`src/common/cha_pkg.sv`:
```
// Functional notes
// - Control bit 11 picks gate turn-on delay: 0 gives 1.3 s, 1 gives 150 ms.
// - First adapter insertion after power-on uses the 150 ms gate delay, unless reverse-supply mode already turned the gate on and off.
// - Bit 11 delay applies only after the gate has turned off once.
// - Bits 10:9 set input and discharge alert debounce: 10us,100us,500us,1ms.
// - Low-rail alert always debounces for a fixed 10 us.
// - Throttle alert stays asserted at least the time chosen by bits 8:6.
// - In reverse-supply mode bit 5 low turns the gate on, high off.
// - Bit 4 picks comparator reference: 0 is 1.2 V, 1 is 2 V.
// - Bit 3 low enables the general comparator, high disables it.
// - Bit 2 low: output high when input above reference; high inverts it.
// - Bit 1 low keeps severe-overcurrent protection active, high disables it.
// - Bit 0 picks power monitor gain: 0 is 1.44 uA/W, 1 is 0.36 uA/W.
// - Voltage setpoint stores only bits 12:7, the rest is dropped.
// - Voltage bits 7..12 weigh 128 mV up to 4096 mV, summed.
// - Voltage field clamps between 100110 (4.864 V) and 101010 (5.376 V).
// - Current bits 7..12 weigh 128 mA up to 4096 mA; others ignored.
// - Current field stores valid bits only and clamps at 100000 (4096 mA).
package cha_pkg;

  typedef logic [27:0] cha_cnt_t;
  typedef logic [5:0] cha_fld_t;

  // Command codes of the registers
  localparam logic [7:0] CHA_REG_CTRL2 = 8'h3d;
  localparam logic [7:0] CHA_REG_VSET = 8'h49;
  localparam logic [7:0] CHA_REG_ILIM = 8'h4a;

  // Control word bit positions
  localparam int CHA_B_GATE_SEL = 11;
  localparam int CHA_F_DEB_LO = 9;
  localparam int CHA_F_HOLD_LO = 6;
  localparam int CHA_B_REV_GATE = 5;
  localparam int CHA_B_CMP_REF = 4;
  localparam int CHA_B_CMP_DIS = 3;
  localparam int CHA_B_CMP_POL = 2;
  localparam int CHA_B_OCP_DIS = 1;
  localparam int CHA_B_GAIN = 0;
  // Setpoint field position inside the data word
  localparam int CHA_F_SET_LO = 7;
  localparam int CHA_F_SET_HI = 12;

  // Reset values and clamp limits
  localparam logic [15:0] CHA_CTRL2_RST = 16'h0000;
  localparam cha_fld_t CHA_VSET_MIN = 6'h26;
  localparam cha_fld_t CHA_VSET_MAX = 6'h2a;
  localparam cha_fld_t CHA_ILIM_MAX = 6'h20;
  localparam cha_fld_t CHA_VSET_RST = CHA_VSET_MIN;
  localparam cha_fld_t CHA_ILIM_RST = 6'h00;

  // Debounce channel indices
  localparam int CHA_CH_IN = 0;
  localparam int CHA_CH_DIS = 1;
  localparam int CHA_CH_LOW = 2;
  localparam int CHA_CH_GATE = 3;
  localparam int CHA_NCH = 4;

  // Times in microseconds and their cycle counts
  localparam int CHA_CLK_MHZ = 100;
  localparam int CHA_GATE_SLOW_US = 1300000;
  localparam int CHA_GATE_FAST_US = 150000;
  localparam int CHA_T10US_US = 10;
  localparam int CHA_T100US_US = 100;
  localparam int CHA_T500US_US = 500;
  localparam int CHA_T1MS_US = 1000;
  localparam int CHA_T5MS_US = 5000;
  localparam int CHA_T10MS_US = 10000;
  localparam int CHA_T15MS_US = 15000;
  localparam int CHA_T20MS_US = 20000;
  localparam int CHA_GATE_SLOW_CYC = CHA_GATE_SLOW_US * CHA_CLK_MHZ;
  localparam int CHA_GATE_FAST_CYC = CHA_GATE_FAST_US * CHA_CLK_MHZ;
  localparam int CHA_T10US_CYC = CHA_T10US_US * CHA_CLK_MHZ;
  localparam int CHA_T100US_CYC = CHA_T100US_US * CHA_CLK_MHZ;
  localparam int CHA_T500US_CYC = CHA_T500US_US * CHA_CLK_MHZ;
  localparam int CHA_T1MS_CYC = CHA_T1MS_US * CHA_CLK_MHZ;
  localparam int CHA_T5MS_CYC = CHA_T5MS_US * CHA_CLK_MHZ;
  localparam int CHA_T10MS_CYC = CHA_T10MS_US * CHA_CLK_MHZ;
  localparam int CHA_T15MS_CYC = CHA_T15MS_US * CHA_CLK_MHZ;
  localparam int CHA_T20MS_CYC = CHA_T20MS_US * CHA_CLK_MHZ;

endpackage

```
`src/common/cha_deb_if.sv`:
```
// Condition, delay and result of one debounce timer
interface cha_deb_if;
  import cha_pkg::*;
  logic cond;
  cha_cnt_t delay;
  logic fired;
  modport owner (output cond, output delay, input fired);
  modport timer (input cond, input delay, output fired);
endinterface

```
`src/design/cha_debounce.sv`:
```
// Counts cycles of a held condition and fires once the delay is reached
module cha_debounce
  import cha_pkg::*;
(
  input wire logic mclk,
  input wire logic rst,
  cha_deb_if.timer db
);

  cha_cnt_t cnt_q;
  logic fired_q;

  // Count while held, restart on any drop
  always_ff @(posedge mclk or posedge rst) begin
    if (rst) begin
      cnt_q <= '0;
      fired_q <= 1'b0;
    end else if (!db.cond) begin
      cnt_q <= '0;
      fired_q <= 1'b0;
    end else if (cnt_q >= db.delay) begin
      fired_q <= 1'b1;
    end else begin
      cnt_q <= cnt_q + 28'h0000001;
    end
  end

  assign db.fired = fired_q;
endmodule // cha_debounce

```
`src/design/cha_regs.sv`:
```
// Charger control, alert debounce and reverse-supply setpoint registers
module cha_regs
  import cha_pkg::*;
#(
  parameter int unsigned P_GATE_SLOW = CHA_GATE_SLOW_CYC,
  parameter int unsigned P_GATE_FAST = CHA_GATE_FAST_CYC,
  parameter int unsigned P_100US = CHA_T100US_CYC,
  parameter int unsigned P_500US = CHA_T500US_CYC,
  parameter int unsigned P_1MS = CHA_T1MS_CYC,
  parameter int unsigned P_5MS = CHA_T5MS_CYC,
  parameter int unsigned P_10MS = CHA_T10MS_CYC,
  parameter int unsigned P_15MS = CHA_T15MS_CYC,
  parameter int unsigned P_20MS = CHA_T20MS_CYC
) (
  input wire logic mclk,
  input wire logic rst,
  input wire logic wr_valid,
  input wire logic [7:0] wr_code,
  input wire logic [15:0] wr_data,
  input wire logic rd_req,
  input wire logic [7:0] rd_code,
  output logic [15:0] rd_data,
  output logic rd_ack,
  input wire logic adapter_present,
  input wire logic reverse_supply_mode,
  input wire logic input_current_cond,
  input wire logic discharge_current_cond,
  input wire logic low_rail_cond,
  input wire logic comparator_above,
  input wire logic overcurrent_raw,
  output logic adapter_switch_gate,
  output logic input_current_alert,
  output logic discharge_current_alert,
  output logic low_rail_alert,
  output logic throttle_alert_n_o,
  output logic throttle_alert_n_oe,
  output logic comparator_output,
  output logic comparator_ref_high,
  output logic comparator_enable,
  output logic severe_overcurrent_protection,
  output logic overcurrent_trip,
  output logic platform_power_monitor_low_gain,
  output logic [12:0] reverse_voltage_mv,
  output logic [12:0] reverse_current_ma
);

  localparam cha_cnt_t C_10US = cha_cnt_t'(CHA_T10US_CYC);
  localparam cha_cnt_t C_100US = cha_cnt_t'(P_100US);
  localparam cha_cnt_t C_500US = cha_cnt_t'(P_500US);
  localparam cha_cnt_t C_1MS = cha_cnt_t'(P_1MS);
  localparam cha_cnt_t C_5MS = cha_cnt_t'(P_5MS);
  localparam cha_cnt_t C_10MS = cha_cnt_t'(P_10MS);
  localparam cha_cnt_t C_15MS = cha_cnt_t'(P_15MS);
  localparam cha_cnt_t C_20MS = cha_cnt_t'(P_20MS);
  localparam cha_cnt_t C_SLOW = cha_cnt_t'(P_GATE_SLOW);
  localparam cha_cnt_t C_FAST = cha_cnt_t'(P_GATE_FAST);

  logic [15:0] ctrl_q;
  cha_fld_t vset_q;
  cha_fld_t ilim_q;
  logic [5:0] sync1_q;
  logic [5:0] sync2_q;
  logic adapter_s;
  logic in_s;
  logic dis_s;
  logic low_s;
  logic cmp_s;
  logic ocp_s;
  cha_fld_t vset_in;
  cha_fld_t ilim_in;
  cha_fld_t vset_d;
  cha_fld_t ilim_d;
  cha_cnt_t deb_dly;
  cha_cnt_t gate_dly;
  cha_cnt_t hold_dly;
  cha_cnt_t hold_q;
  logic alert_q;
  logic any_fired;
  logic gate_q;
  logic gate_d;
  logic off_seen_q;
  logic cmp_q;
  logic [15:0] rd_data_q;
  logic rd_ack_q;
  logic [CHA_NCH-1:0] ch_cond;
  cha_cnt_t ch_dly [CHA_NCH];
  logic [CHA_NCH-1:0] ch_fired;

  // Two-flop synchronisers for all pin inputs except reverse_supply_mode
  always_ff @(posedge mclk or posedge rst) begin
    if (rst) begin
      sync1_q <= '0;
      sync2_q <= '0;
    end else begin
      sync1_q <= {overcurrent_raw, comparator_above, low_rail_cond,
                  discharge_current_cond, input_current_cond, adapter_present};
      sync2_q <= sync1_q;
    end
  end

  assign adapter_s = sync2_q[0];
  assign in_s = sync2_q[1];
  assign dis_s = sync2_q[2];
  assign low_s = sync2_q[3];
  assign cmp_s = sync2_q[4];
  assign ocp_s = sync2_q[5];

  // Write data reduced to the stored field and clamped
  assign vset_in = wr_data[CHA_F_SET_HI:CHA_F_SET_LO];
  assign ilim_in = wr_data[CHA_F_SET_HI:CHA_F_SET_LO];
  always_comb begin
    if (vset_in > CHA_VSET_MAX) begin
      vset_d = CHA_VSET_MAX;
    end else if (vset_in < CHA_VSET_MIN) begin
      vset_d = CHA_VSET_MIN;
    end else begin
      vset_d = vset_in;
    end
    ilim_d = (ilim_in > CHA_ILIM_MAX) ? CHA_ILIM_MAX : ilim_in;
  end

  // Write-word decode, one register per command code
  always_ff @(posedge mclk or posedge rst) begin
    if (rst) begin
      ctrl_q <= CHA_CTRL2_RST;
      vset_q <= CHA_VSET_RST;
      ilim_q <= CHA_ILIM_RST;
    end else if (wr_valid) begin
      case (wr_code)
        CHA_REG_CTRL2: ctrl_q <= wr_data;
        CHA_REG_VSET: vset_q <= vset_d;
        CHA_REG_ILIM: ilim_q <= ilim_d;
        default: ;
      endcase
    end
  end

  // Read-word answer one cycle after the request
  always_ff @(posedge mclk or posedge rst) begin
    if (rst) begin
      rd_data_q <= '0;
      rd_ack_q <= 1'b0;
    end else begin
      rd_ack_q <= rd_req;
      if (rd_req) begin
        case (rd_code)
          CHA_REG_CTRL2: rd_data_q <= ctrl_q;
          CHA_REG_VSET: rd_data_q <= {3'h0, vset_q, 7'h00};
          CHA_REG_ILIM: rd_data_q <= {3'h0, ilim_q, 7'h00};
          default: rd_data_q <= 16'h0000;
        endcase
      end
    end
  end

  assign rd_data = rd_data_q;
  assign rd_ack = rd_ack_q;

  // Setpoints as binary weighted sums of 128 units per step
  assign reverse_voltage_mv = {vset_q, 7'h00};
  assign reverse_current_ma = {ilim_q, 7'h00};

  // Alert debounce selection
  always_comb begin
    case (ctrl_q[CHA_F_DEB_LO +: 2])
      2'b00: deb_dly = C_10US;
      2'b01: deb_dly = C_100US;
      2'b10: deb_dly = C_500US;
      2'b11: deb_dly = C_1MS;
      default: deb_dly = C_10US;
    endcase
  end

  // Minimum throttle duration selection
  always_comb begin
    case (ctrl_q[CHA_F_HOLD_LO +: 3])
      3'b000: hold_dly = C_10MS;
      3'b001: hold_dly = C_20MS;
      3'b010: hold_dly = C_15MS;
      3'b011: hold_dly = C_5MS;
      3'b100: hold_dly = C_1MS;
      3'b101: hold_dly = C_500US;
      3'b110: hold_dly = C_100US;
      3'b111: hold_dly = '0;
      default: hold_dly = C_10MS;
    endcase
  end

  // Gate delay: fast until the gate has been off once
  assign gate_dly = !off_seen_q ? C_FAST :
                    (ctrl_q[CHA_B_GATE_SEL] ? C_FAST : C_SLOW);

  // Channel conditions and delays
  assign ch_cond[CHA_CH_IN] = in_s;
  assign ch_cond[CHA_CH_DIS] = dis_s;
  assign ch_cond[CHA_CH_LOW] = low_s;
  assign ch_cond[CHA_CH_GATE] = adapter_s && !reverse_supply_mode;
  assign ch_dly[CHA_CH_IN] = deb_dly;
  assign ch_dly[CHA_CH_DIS] = deb_dly;
  assign ch_dly[CHA_CH_LOW] = C_10US;
  assign ch_dly[CHA_CH_GATE] = gate_dly;

  // One debounce timer per channel
  for (genvar i = 0; i < CHA_NCH; i++) begin : g_deb
    cha_deb_if dbi ();
    assign dbi.cond = ch_cond[i];
    assign dbi.delay = ch_dly[i];
    assign ch_fired[i] = dbi.fired;
    cha_debounce u_deb (
      .mclk(mclk),
      .rst(rst),
      .db(dbi)
    );
  end

  assign input_current_alert = ch_fired[CHA_CH_IN];
  assign discharge_current_alert = ch_fired[CHA_CH_DIS];
  assign low_rail_alert = ch_fired[CHA_CH_LOW];
  assign any_fired = ch_fired[CHA_CH_IN] | ch_fired[CHA_CH_DIS] | ch_fired[CHA_CH_LOW];

  // Throttle alert with minimum assertion time
  always_ff @(posedge mclk or posedge rst) begin
    if (rst) begin
      alert_q <= 1'b0;
      hold_q <= '0;
    end else if (!alert_q) begin
      if (any_fired) begin
        alert_q <= 1'b1;
        hold_q <= hold_dly;
      end
    end else if (hold_q != '0) begin
      hold_q <= hold_q - 28'h0000001;
    end else if (!any_fired) begin
      alert_q <= 1'b0;
    end
  end

  // Open-drain throttle pin pulls low while asserted
  assign throttle_alert_n_o = 1'b0;
  assign throttle_alert_n_oe = alert_q;

  // Gate drive, forced by bit 5 in reverse-supply mode
  assign gate_d = reverse_supply_mode ? !ctrl_q[CHA_B_REV_GATE]
                                      : ch_fired[CHA_CH_GATE];
  always_ff @(posedge mclk or posedge rst) begin
    if (rst) begin
      gate_q <= 1'b0;
    end else begin
      gate_q <= gate_d;
    end
  end

  // Remember that the gate has turned off since power-on
  always_ff @(posedge mclk or posedge rst) begin
    if (rst) begin
      off_seen_q <= 1'b0;
    end else if (gate_q && !gate_d) begin
      off_seen_q <= 1'b1;
    end
  end

  assign adapter_switch_gate = gate_q;

  // General comparator with enable and polarity
  always_ff @(posedge mclk or posedge rst) begin
    if (rst) begin
      cmp_q <= 1'b0;
    end else begin
      cmp_q <= !ctrl_q[CHA_B_CMP_DIS] && (cmp_s ^ ctrl_q[CHA_B_CMP_POL]);
    end
  end

  assign comparator_output = cmp_q;
  assign comparator_ref_high = ctrl_q[CHA_B_CMP_REF];
  assign comparator_enable = !ctrl_q[CHA_B_CMP_DIS];
  assign severe_overcurrent_protection = !ctrl_q[CHA_B_OCP_DIS];
  assign overcurrent_trip = ocp_s && !ctrl_q[CHA_B_OCP_DIS];
  assign platform_power_monitor_low_gain = ctrl_q[CHA_B_GAIN];
endmodule // cha_regs

```
`config.mk`:
```
export PLATFORM = sky130hd
export DESIGN_NAME = cha_regs
export DESIGN_NICKNAME = d
export VERILOG_FILES = /design/src/common/cha_pkg.sv /design/src/common/cha_deb_if.sv /design/src/design/cha_debounce.sv /design/src/design/cha_regs.sv
export SDC_FILE = /design/constraint.sdc
export NUM_CORES = 1
export LEC_CHECK = 0
export ABC_CLOCK_PERIOD_IN_PS = 8530
export BUFFER_PORTS_ARGS = -buffer_cell sky130_fd_sc_hd__buf_2
export CORE_MARGIN = 2
export CORE_UTILIZATION = 38
export DETAILED_ROUTE_END_ITERATION = 8
export PLACE_DENSITY_LB_ADDON = 0.3
export SLEW_MARGIN = 25
export SYNTH_ARGS = -nofsm -noshare
export SYNTH_HDL_FRONTEND = slang
export SYNTH_HIERARCHICAL = 1
export SYNTH_SLANG_ARGS = --single-unit
```
`constraint.sdc`:
```
create_clock -name mclk -period 8.53 [get_ports mclk]
set_input_delay 0 -clock mclk [delete_from_list [all_inputs] [get_ports mclk]]
set_output_delay 0 -clock mclk [all_outputs]
set_load 0.01 [all_outputs]
```
==> summary.md <==
| Metric | Value |
|---|---|
| Dpl ws | 5.00 ns |
| Final Max Slew Viols | 0 |
| Failing checks | DRC |
| Finish-stage setup viols | 0 |
| Clock skew | 0.0168 ns |
| Final WL | 32.3 mm |
| CTS tree | yes |
| Core area | 35,700 um2 |
| Die X | 194 um |
| Multi-input logic area | 8030 um2 |
| Initial Utilization | 38.6% |
| Seq/Total Area, Yosys | 37.3% |
| Crit path max-delay family | simple AND/OR/NAND/NOR gates |
| Routability cong. | 0.828 |
| Synth Instances | 1,475 |
| Reg2reg start | ctrl_q[11] |
| RSZ-0062 raised after global routing | false |
| Synthesized cell area | 13,800 um2 |
| PD cells | 138 nW/um2 |
| Tightest Pin Transition | 1.02 ns |
| Max Cap Violations | 0 |
| YS warnings | 6 |
| FILL cells | 3,468 |
| First-pass GRT wire length | 55.0 mm |
| CP bufs+invs | 1 |
| Critical Path, Cell by Cell | nor2b_1 > inv_1 > ha_1 > nand4_1 > nor4_2 > o211ai_1 > a31oi_4 > nor2_1 > nand4_1 > mux2i_1 |
| Die H | 194 um |
| FF-to-FF End | g_deb[3].u_deb/cnt_q[23] |
| Slew HR | 31.8% |
| CTS Buffer Depth | 3 |
| Worst Slack Setup Final | 4.96 ns |
| Drt first-iter violations | 486 |
| Crit-path max FO | 25 |
| Worst Setup End Kind | flip-flop |
| Post-CTS Setup Bufs | 0 |
| DR DRC count | 2 |
| Total number of vias | 10,827 |
| Post-synth EDFFs | 0 |
| Post-route antenna net violation count | 0 |
| Port bufs | 82 |
| Tmin final | 3.57 ns |
| Period utilization | 41.8% |
| TNS Setup | 0 ns |
| Total global-route track usage | 17.5% |
| Initial antenna violation count | 0 |
| Row cnt | 69 |
| Root Buffer | clkbuf_16 |
| Synth unique cells | 86 |
| Layout area overhead | 16.0% |
| Total power | 2200 uW |
| Ys flop type | dfrtp_1 |
| Data arrival time of the worst path | 4.02 ns |
| Largest net degree at the start of global routing | 78 |
| Mean Syn Cell Area | 9.33 um2 |
| F_max | 280 MHz |
| Layout Utilization | 44.8% |
| Fraction of layout cells with a size suffix above 1 | 15.2% |
| Post-detail-place hpwl | 23.5 mm |
| Sink Count | 205 |
| Worst path required time | 8.98 ns |
| Vias in the first global route | 10,807 |
| Die Area | 37,800 um2 |
| CP Class | reg2reg |
| Total clock buffers created by CTS | 24 |
| Flop-to-flop setup slack | 4.96 ns |
| Status | finished, violations left |
| Top Ports | 98 |
| VDD IR max | 0.000136 V |
| Gr ovfl total | 0 |
| Diode count | 0 |
| Via density | 5.06 |
| FF/Latch Area | 5130 um2 |
| CP most frequent cell | nand4_1 |
| WL/cell | 15.1 um |
| # resized after CTS | 0 |
| Post-CTS Hold Fix Bufs | 33 |
| Min-Delay Path Class | in2async |
| Ys async rst share | 100% |
| Drt first pass iters | 7 |
| Setup crit start kind | flip-flop |
| Synthesized flop and latch total | 205 |
| Crit-path slowest cell | a31oi_4 |
| H-tree Lvls | 1 |
| Leakage power | 0.00731 uW |
| Final Hold Vio Count | 0 |
| Worst r2r path cells | 10 |
| Biggest cell delay along the critical path | 0.77 ns |
| # nets final | 1,833 |
| Worst skew pair latency | 0.53 ns |
| Clock transition at path regs | 0.06 ns |
| Hold_ws | 0.00485 ns |
state kept, by name (all words and copies together) (netlist names):
name	flops
sync2_q	6
comparator_output	1
hold_q	28
vset_q	6
ctrl_q	16
off_seen_q	1
adapter_switch_gate	1
throttle_alert_n_oe	1
ilim_q	6
rd_ack	1
g_deb.u_deb/cnt_q	112
g_deb.u_deb/db.fired	4
rd_data	16
sync1_q	6
cells by family after synthesis:
family / Yosys count / synth area share (%)
buf+inv: 223 / 6.96
simple gates: 557 / 23.9
xor+xnor: 89 / 5.66
other cells: 2 / 0.0546
fa+ha+maj: 128 / 11.6
flops: 205 / 37.3
mux: 23 / 1.77
compound gates: 248 / 12.8
report_power, final:
| group | switching [uW] | leakage (uW) | total (uW) | internal (uW) |
|---|---|---|---|---|
| registers | 16.8 | 0.00277 | 1000 | 988 |
| clock network | 426 | 0.000380 | 1020 | 591 |
| logic | 112 | 0.00416 | 181 | 69.6 |
worst register-to-register path: cells and delay by family (launching register included):
family	cells	cell delay (ns)
AOI/OAI and AO/OA	2	0.97
adders and majority gates	1	0.33
buffers and inverters	1	0.11
DFF	1	0.39
muxes	1	0.20
and+or+nand+nor	5	1.49
layer usage:
metal | global-route usage [%] | share of wire (%)
met1 | 22.7 | 46
met2 | 30.3 | 48
met3 | 2.95 | 4.6
met4 | 4.33 | 2.0
met5 | 0 | 0
metrics by stage:
stage | instances | instance area (um2)
detailed placement | 2064 | 14900
finish | 2140 | 16000
floorplan | 1566 | 14100
global placement | 2064 | 14900
global route | 2140 | 16000
CTS | 2140 | 16000
cell usage after synthesis (5+ instances only):
| cell type | n | area (um2) |
|---|---|---|
| clkbuf_1 | 18 | 67.6 |
| o21ai_1 | 10 | 50.1 |
| buf_6 | 5 | 56.3 |
| nor3_1 | 34 | 170 |
| nand2b_1 | 20 | 125 |
| nand3_1 | 38 | 190 |
| nor3b_2 | 8 | 100 |
| buf_2 | 10 | 50.1 |
| nor2b_1 | 12 | 75.1 |
| and2_1 | 9 | 56.3 |
| and3_1 | 22 | 138 |
| a222oi_1 | 6 | 60.1 |
| nand4_1 | 17 | 106 |
| a31oi_1 | 10 | 62.6 |
| mux2i_1 | 12 | 120 |
| nor4_2 | 27 | 338 |
| nor4b_2 | 9 | 135 |
| o211ai_1 | 13 | 97.6 |
| ha_1 | 128 | 1600 |
| o22a_1 | 9 | 78.8 |
| dfrtp_1 | 202 | 5050 |
| o22ai_1 | 6 | 37.5 |
| and4_1 | 14 | 123 |
| or2_2 | 7 | 43.8 |
| inv_1 | 164 | 616 |
| xnor2_1 | 89 | 780 |
| mux2_2 | 11 | 124 |
| or3_1 | 5 | 31.3 |
| nor4_1 | 15 | 93.8 |
| a21oi_1 | 77 | 385 |
| nor3b_1 | 9 | 67.6 |
| nand2_1 | 120 | 450 |
| o21ai_0 | 48 | 240 |
| nand3_2 | 6 | 60.1 |
| a21o_1 | 9 | 67.6 |
| nor2_1 | 146 | 548 |
| nor3_2 | 8 | 80.1 |
| buf_4 | 19 | 143 |
worst max-delay path by stage:
stage	depth (start not counted)	to	startpoint	slack, ns
floorplan	13	g_deb[0].u_deb/cnt_q[4]	ctrl_q[9]	5.81
detailed placement	10	g_deb[3].u_deb/cnt_q[23]	ctrl_q[11]	5.00
global route	10	g_deb[3].u_deb/cnt_q[23]	ctrl_q[11]	4.63
CTS	10	g_deb[3].u_deb/cnt_q[23]	ctrl_q[11]	4.97
finish	10	g_deb[3].u_deb/cnt_q[23]	ctrl_q[11]	4.96
global placement	10	g_deb[3].u_deb/cnt_q[23]	ctrl_q[11]	5.15
final cells by class:
type | instances | share of cell area (%)
Multi-Input combinational cell | 1138 | 50.3
Sequential cell | 205 | 32.1
Timing Repair Buffer | 125 | 5.13
Clock buffer | 32 | 4.26
Inverter | 168 | 3.96
Tap cell | 461 | 3.61
Clock inverter | 11 | 0.619
placed cells by master, fill, tap and decap left out, types with 24 or more instances in the layout:
master         instances
conb_1                93
dfrtp_1              202
ha_1                 128
nor3_1                33
buf_2                 82
clkbuf_16             24
o21ai_0               48
nor4_2                28
dlygate4sd3_1         33
xnor2_1               89
nand3_1               38
inv_1                163
a21oi_1               77
nand2_1              120
nor2_1               146
Power figures use the tool's default switching activity.
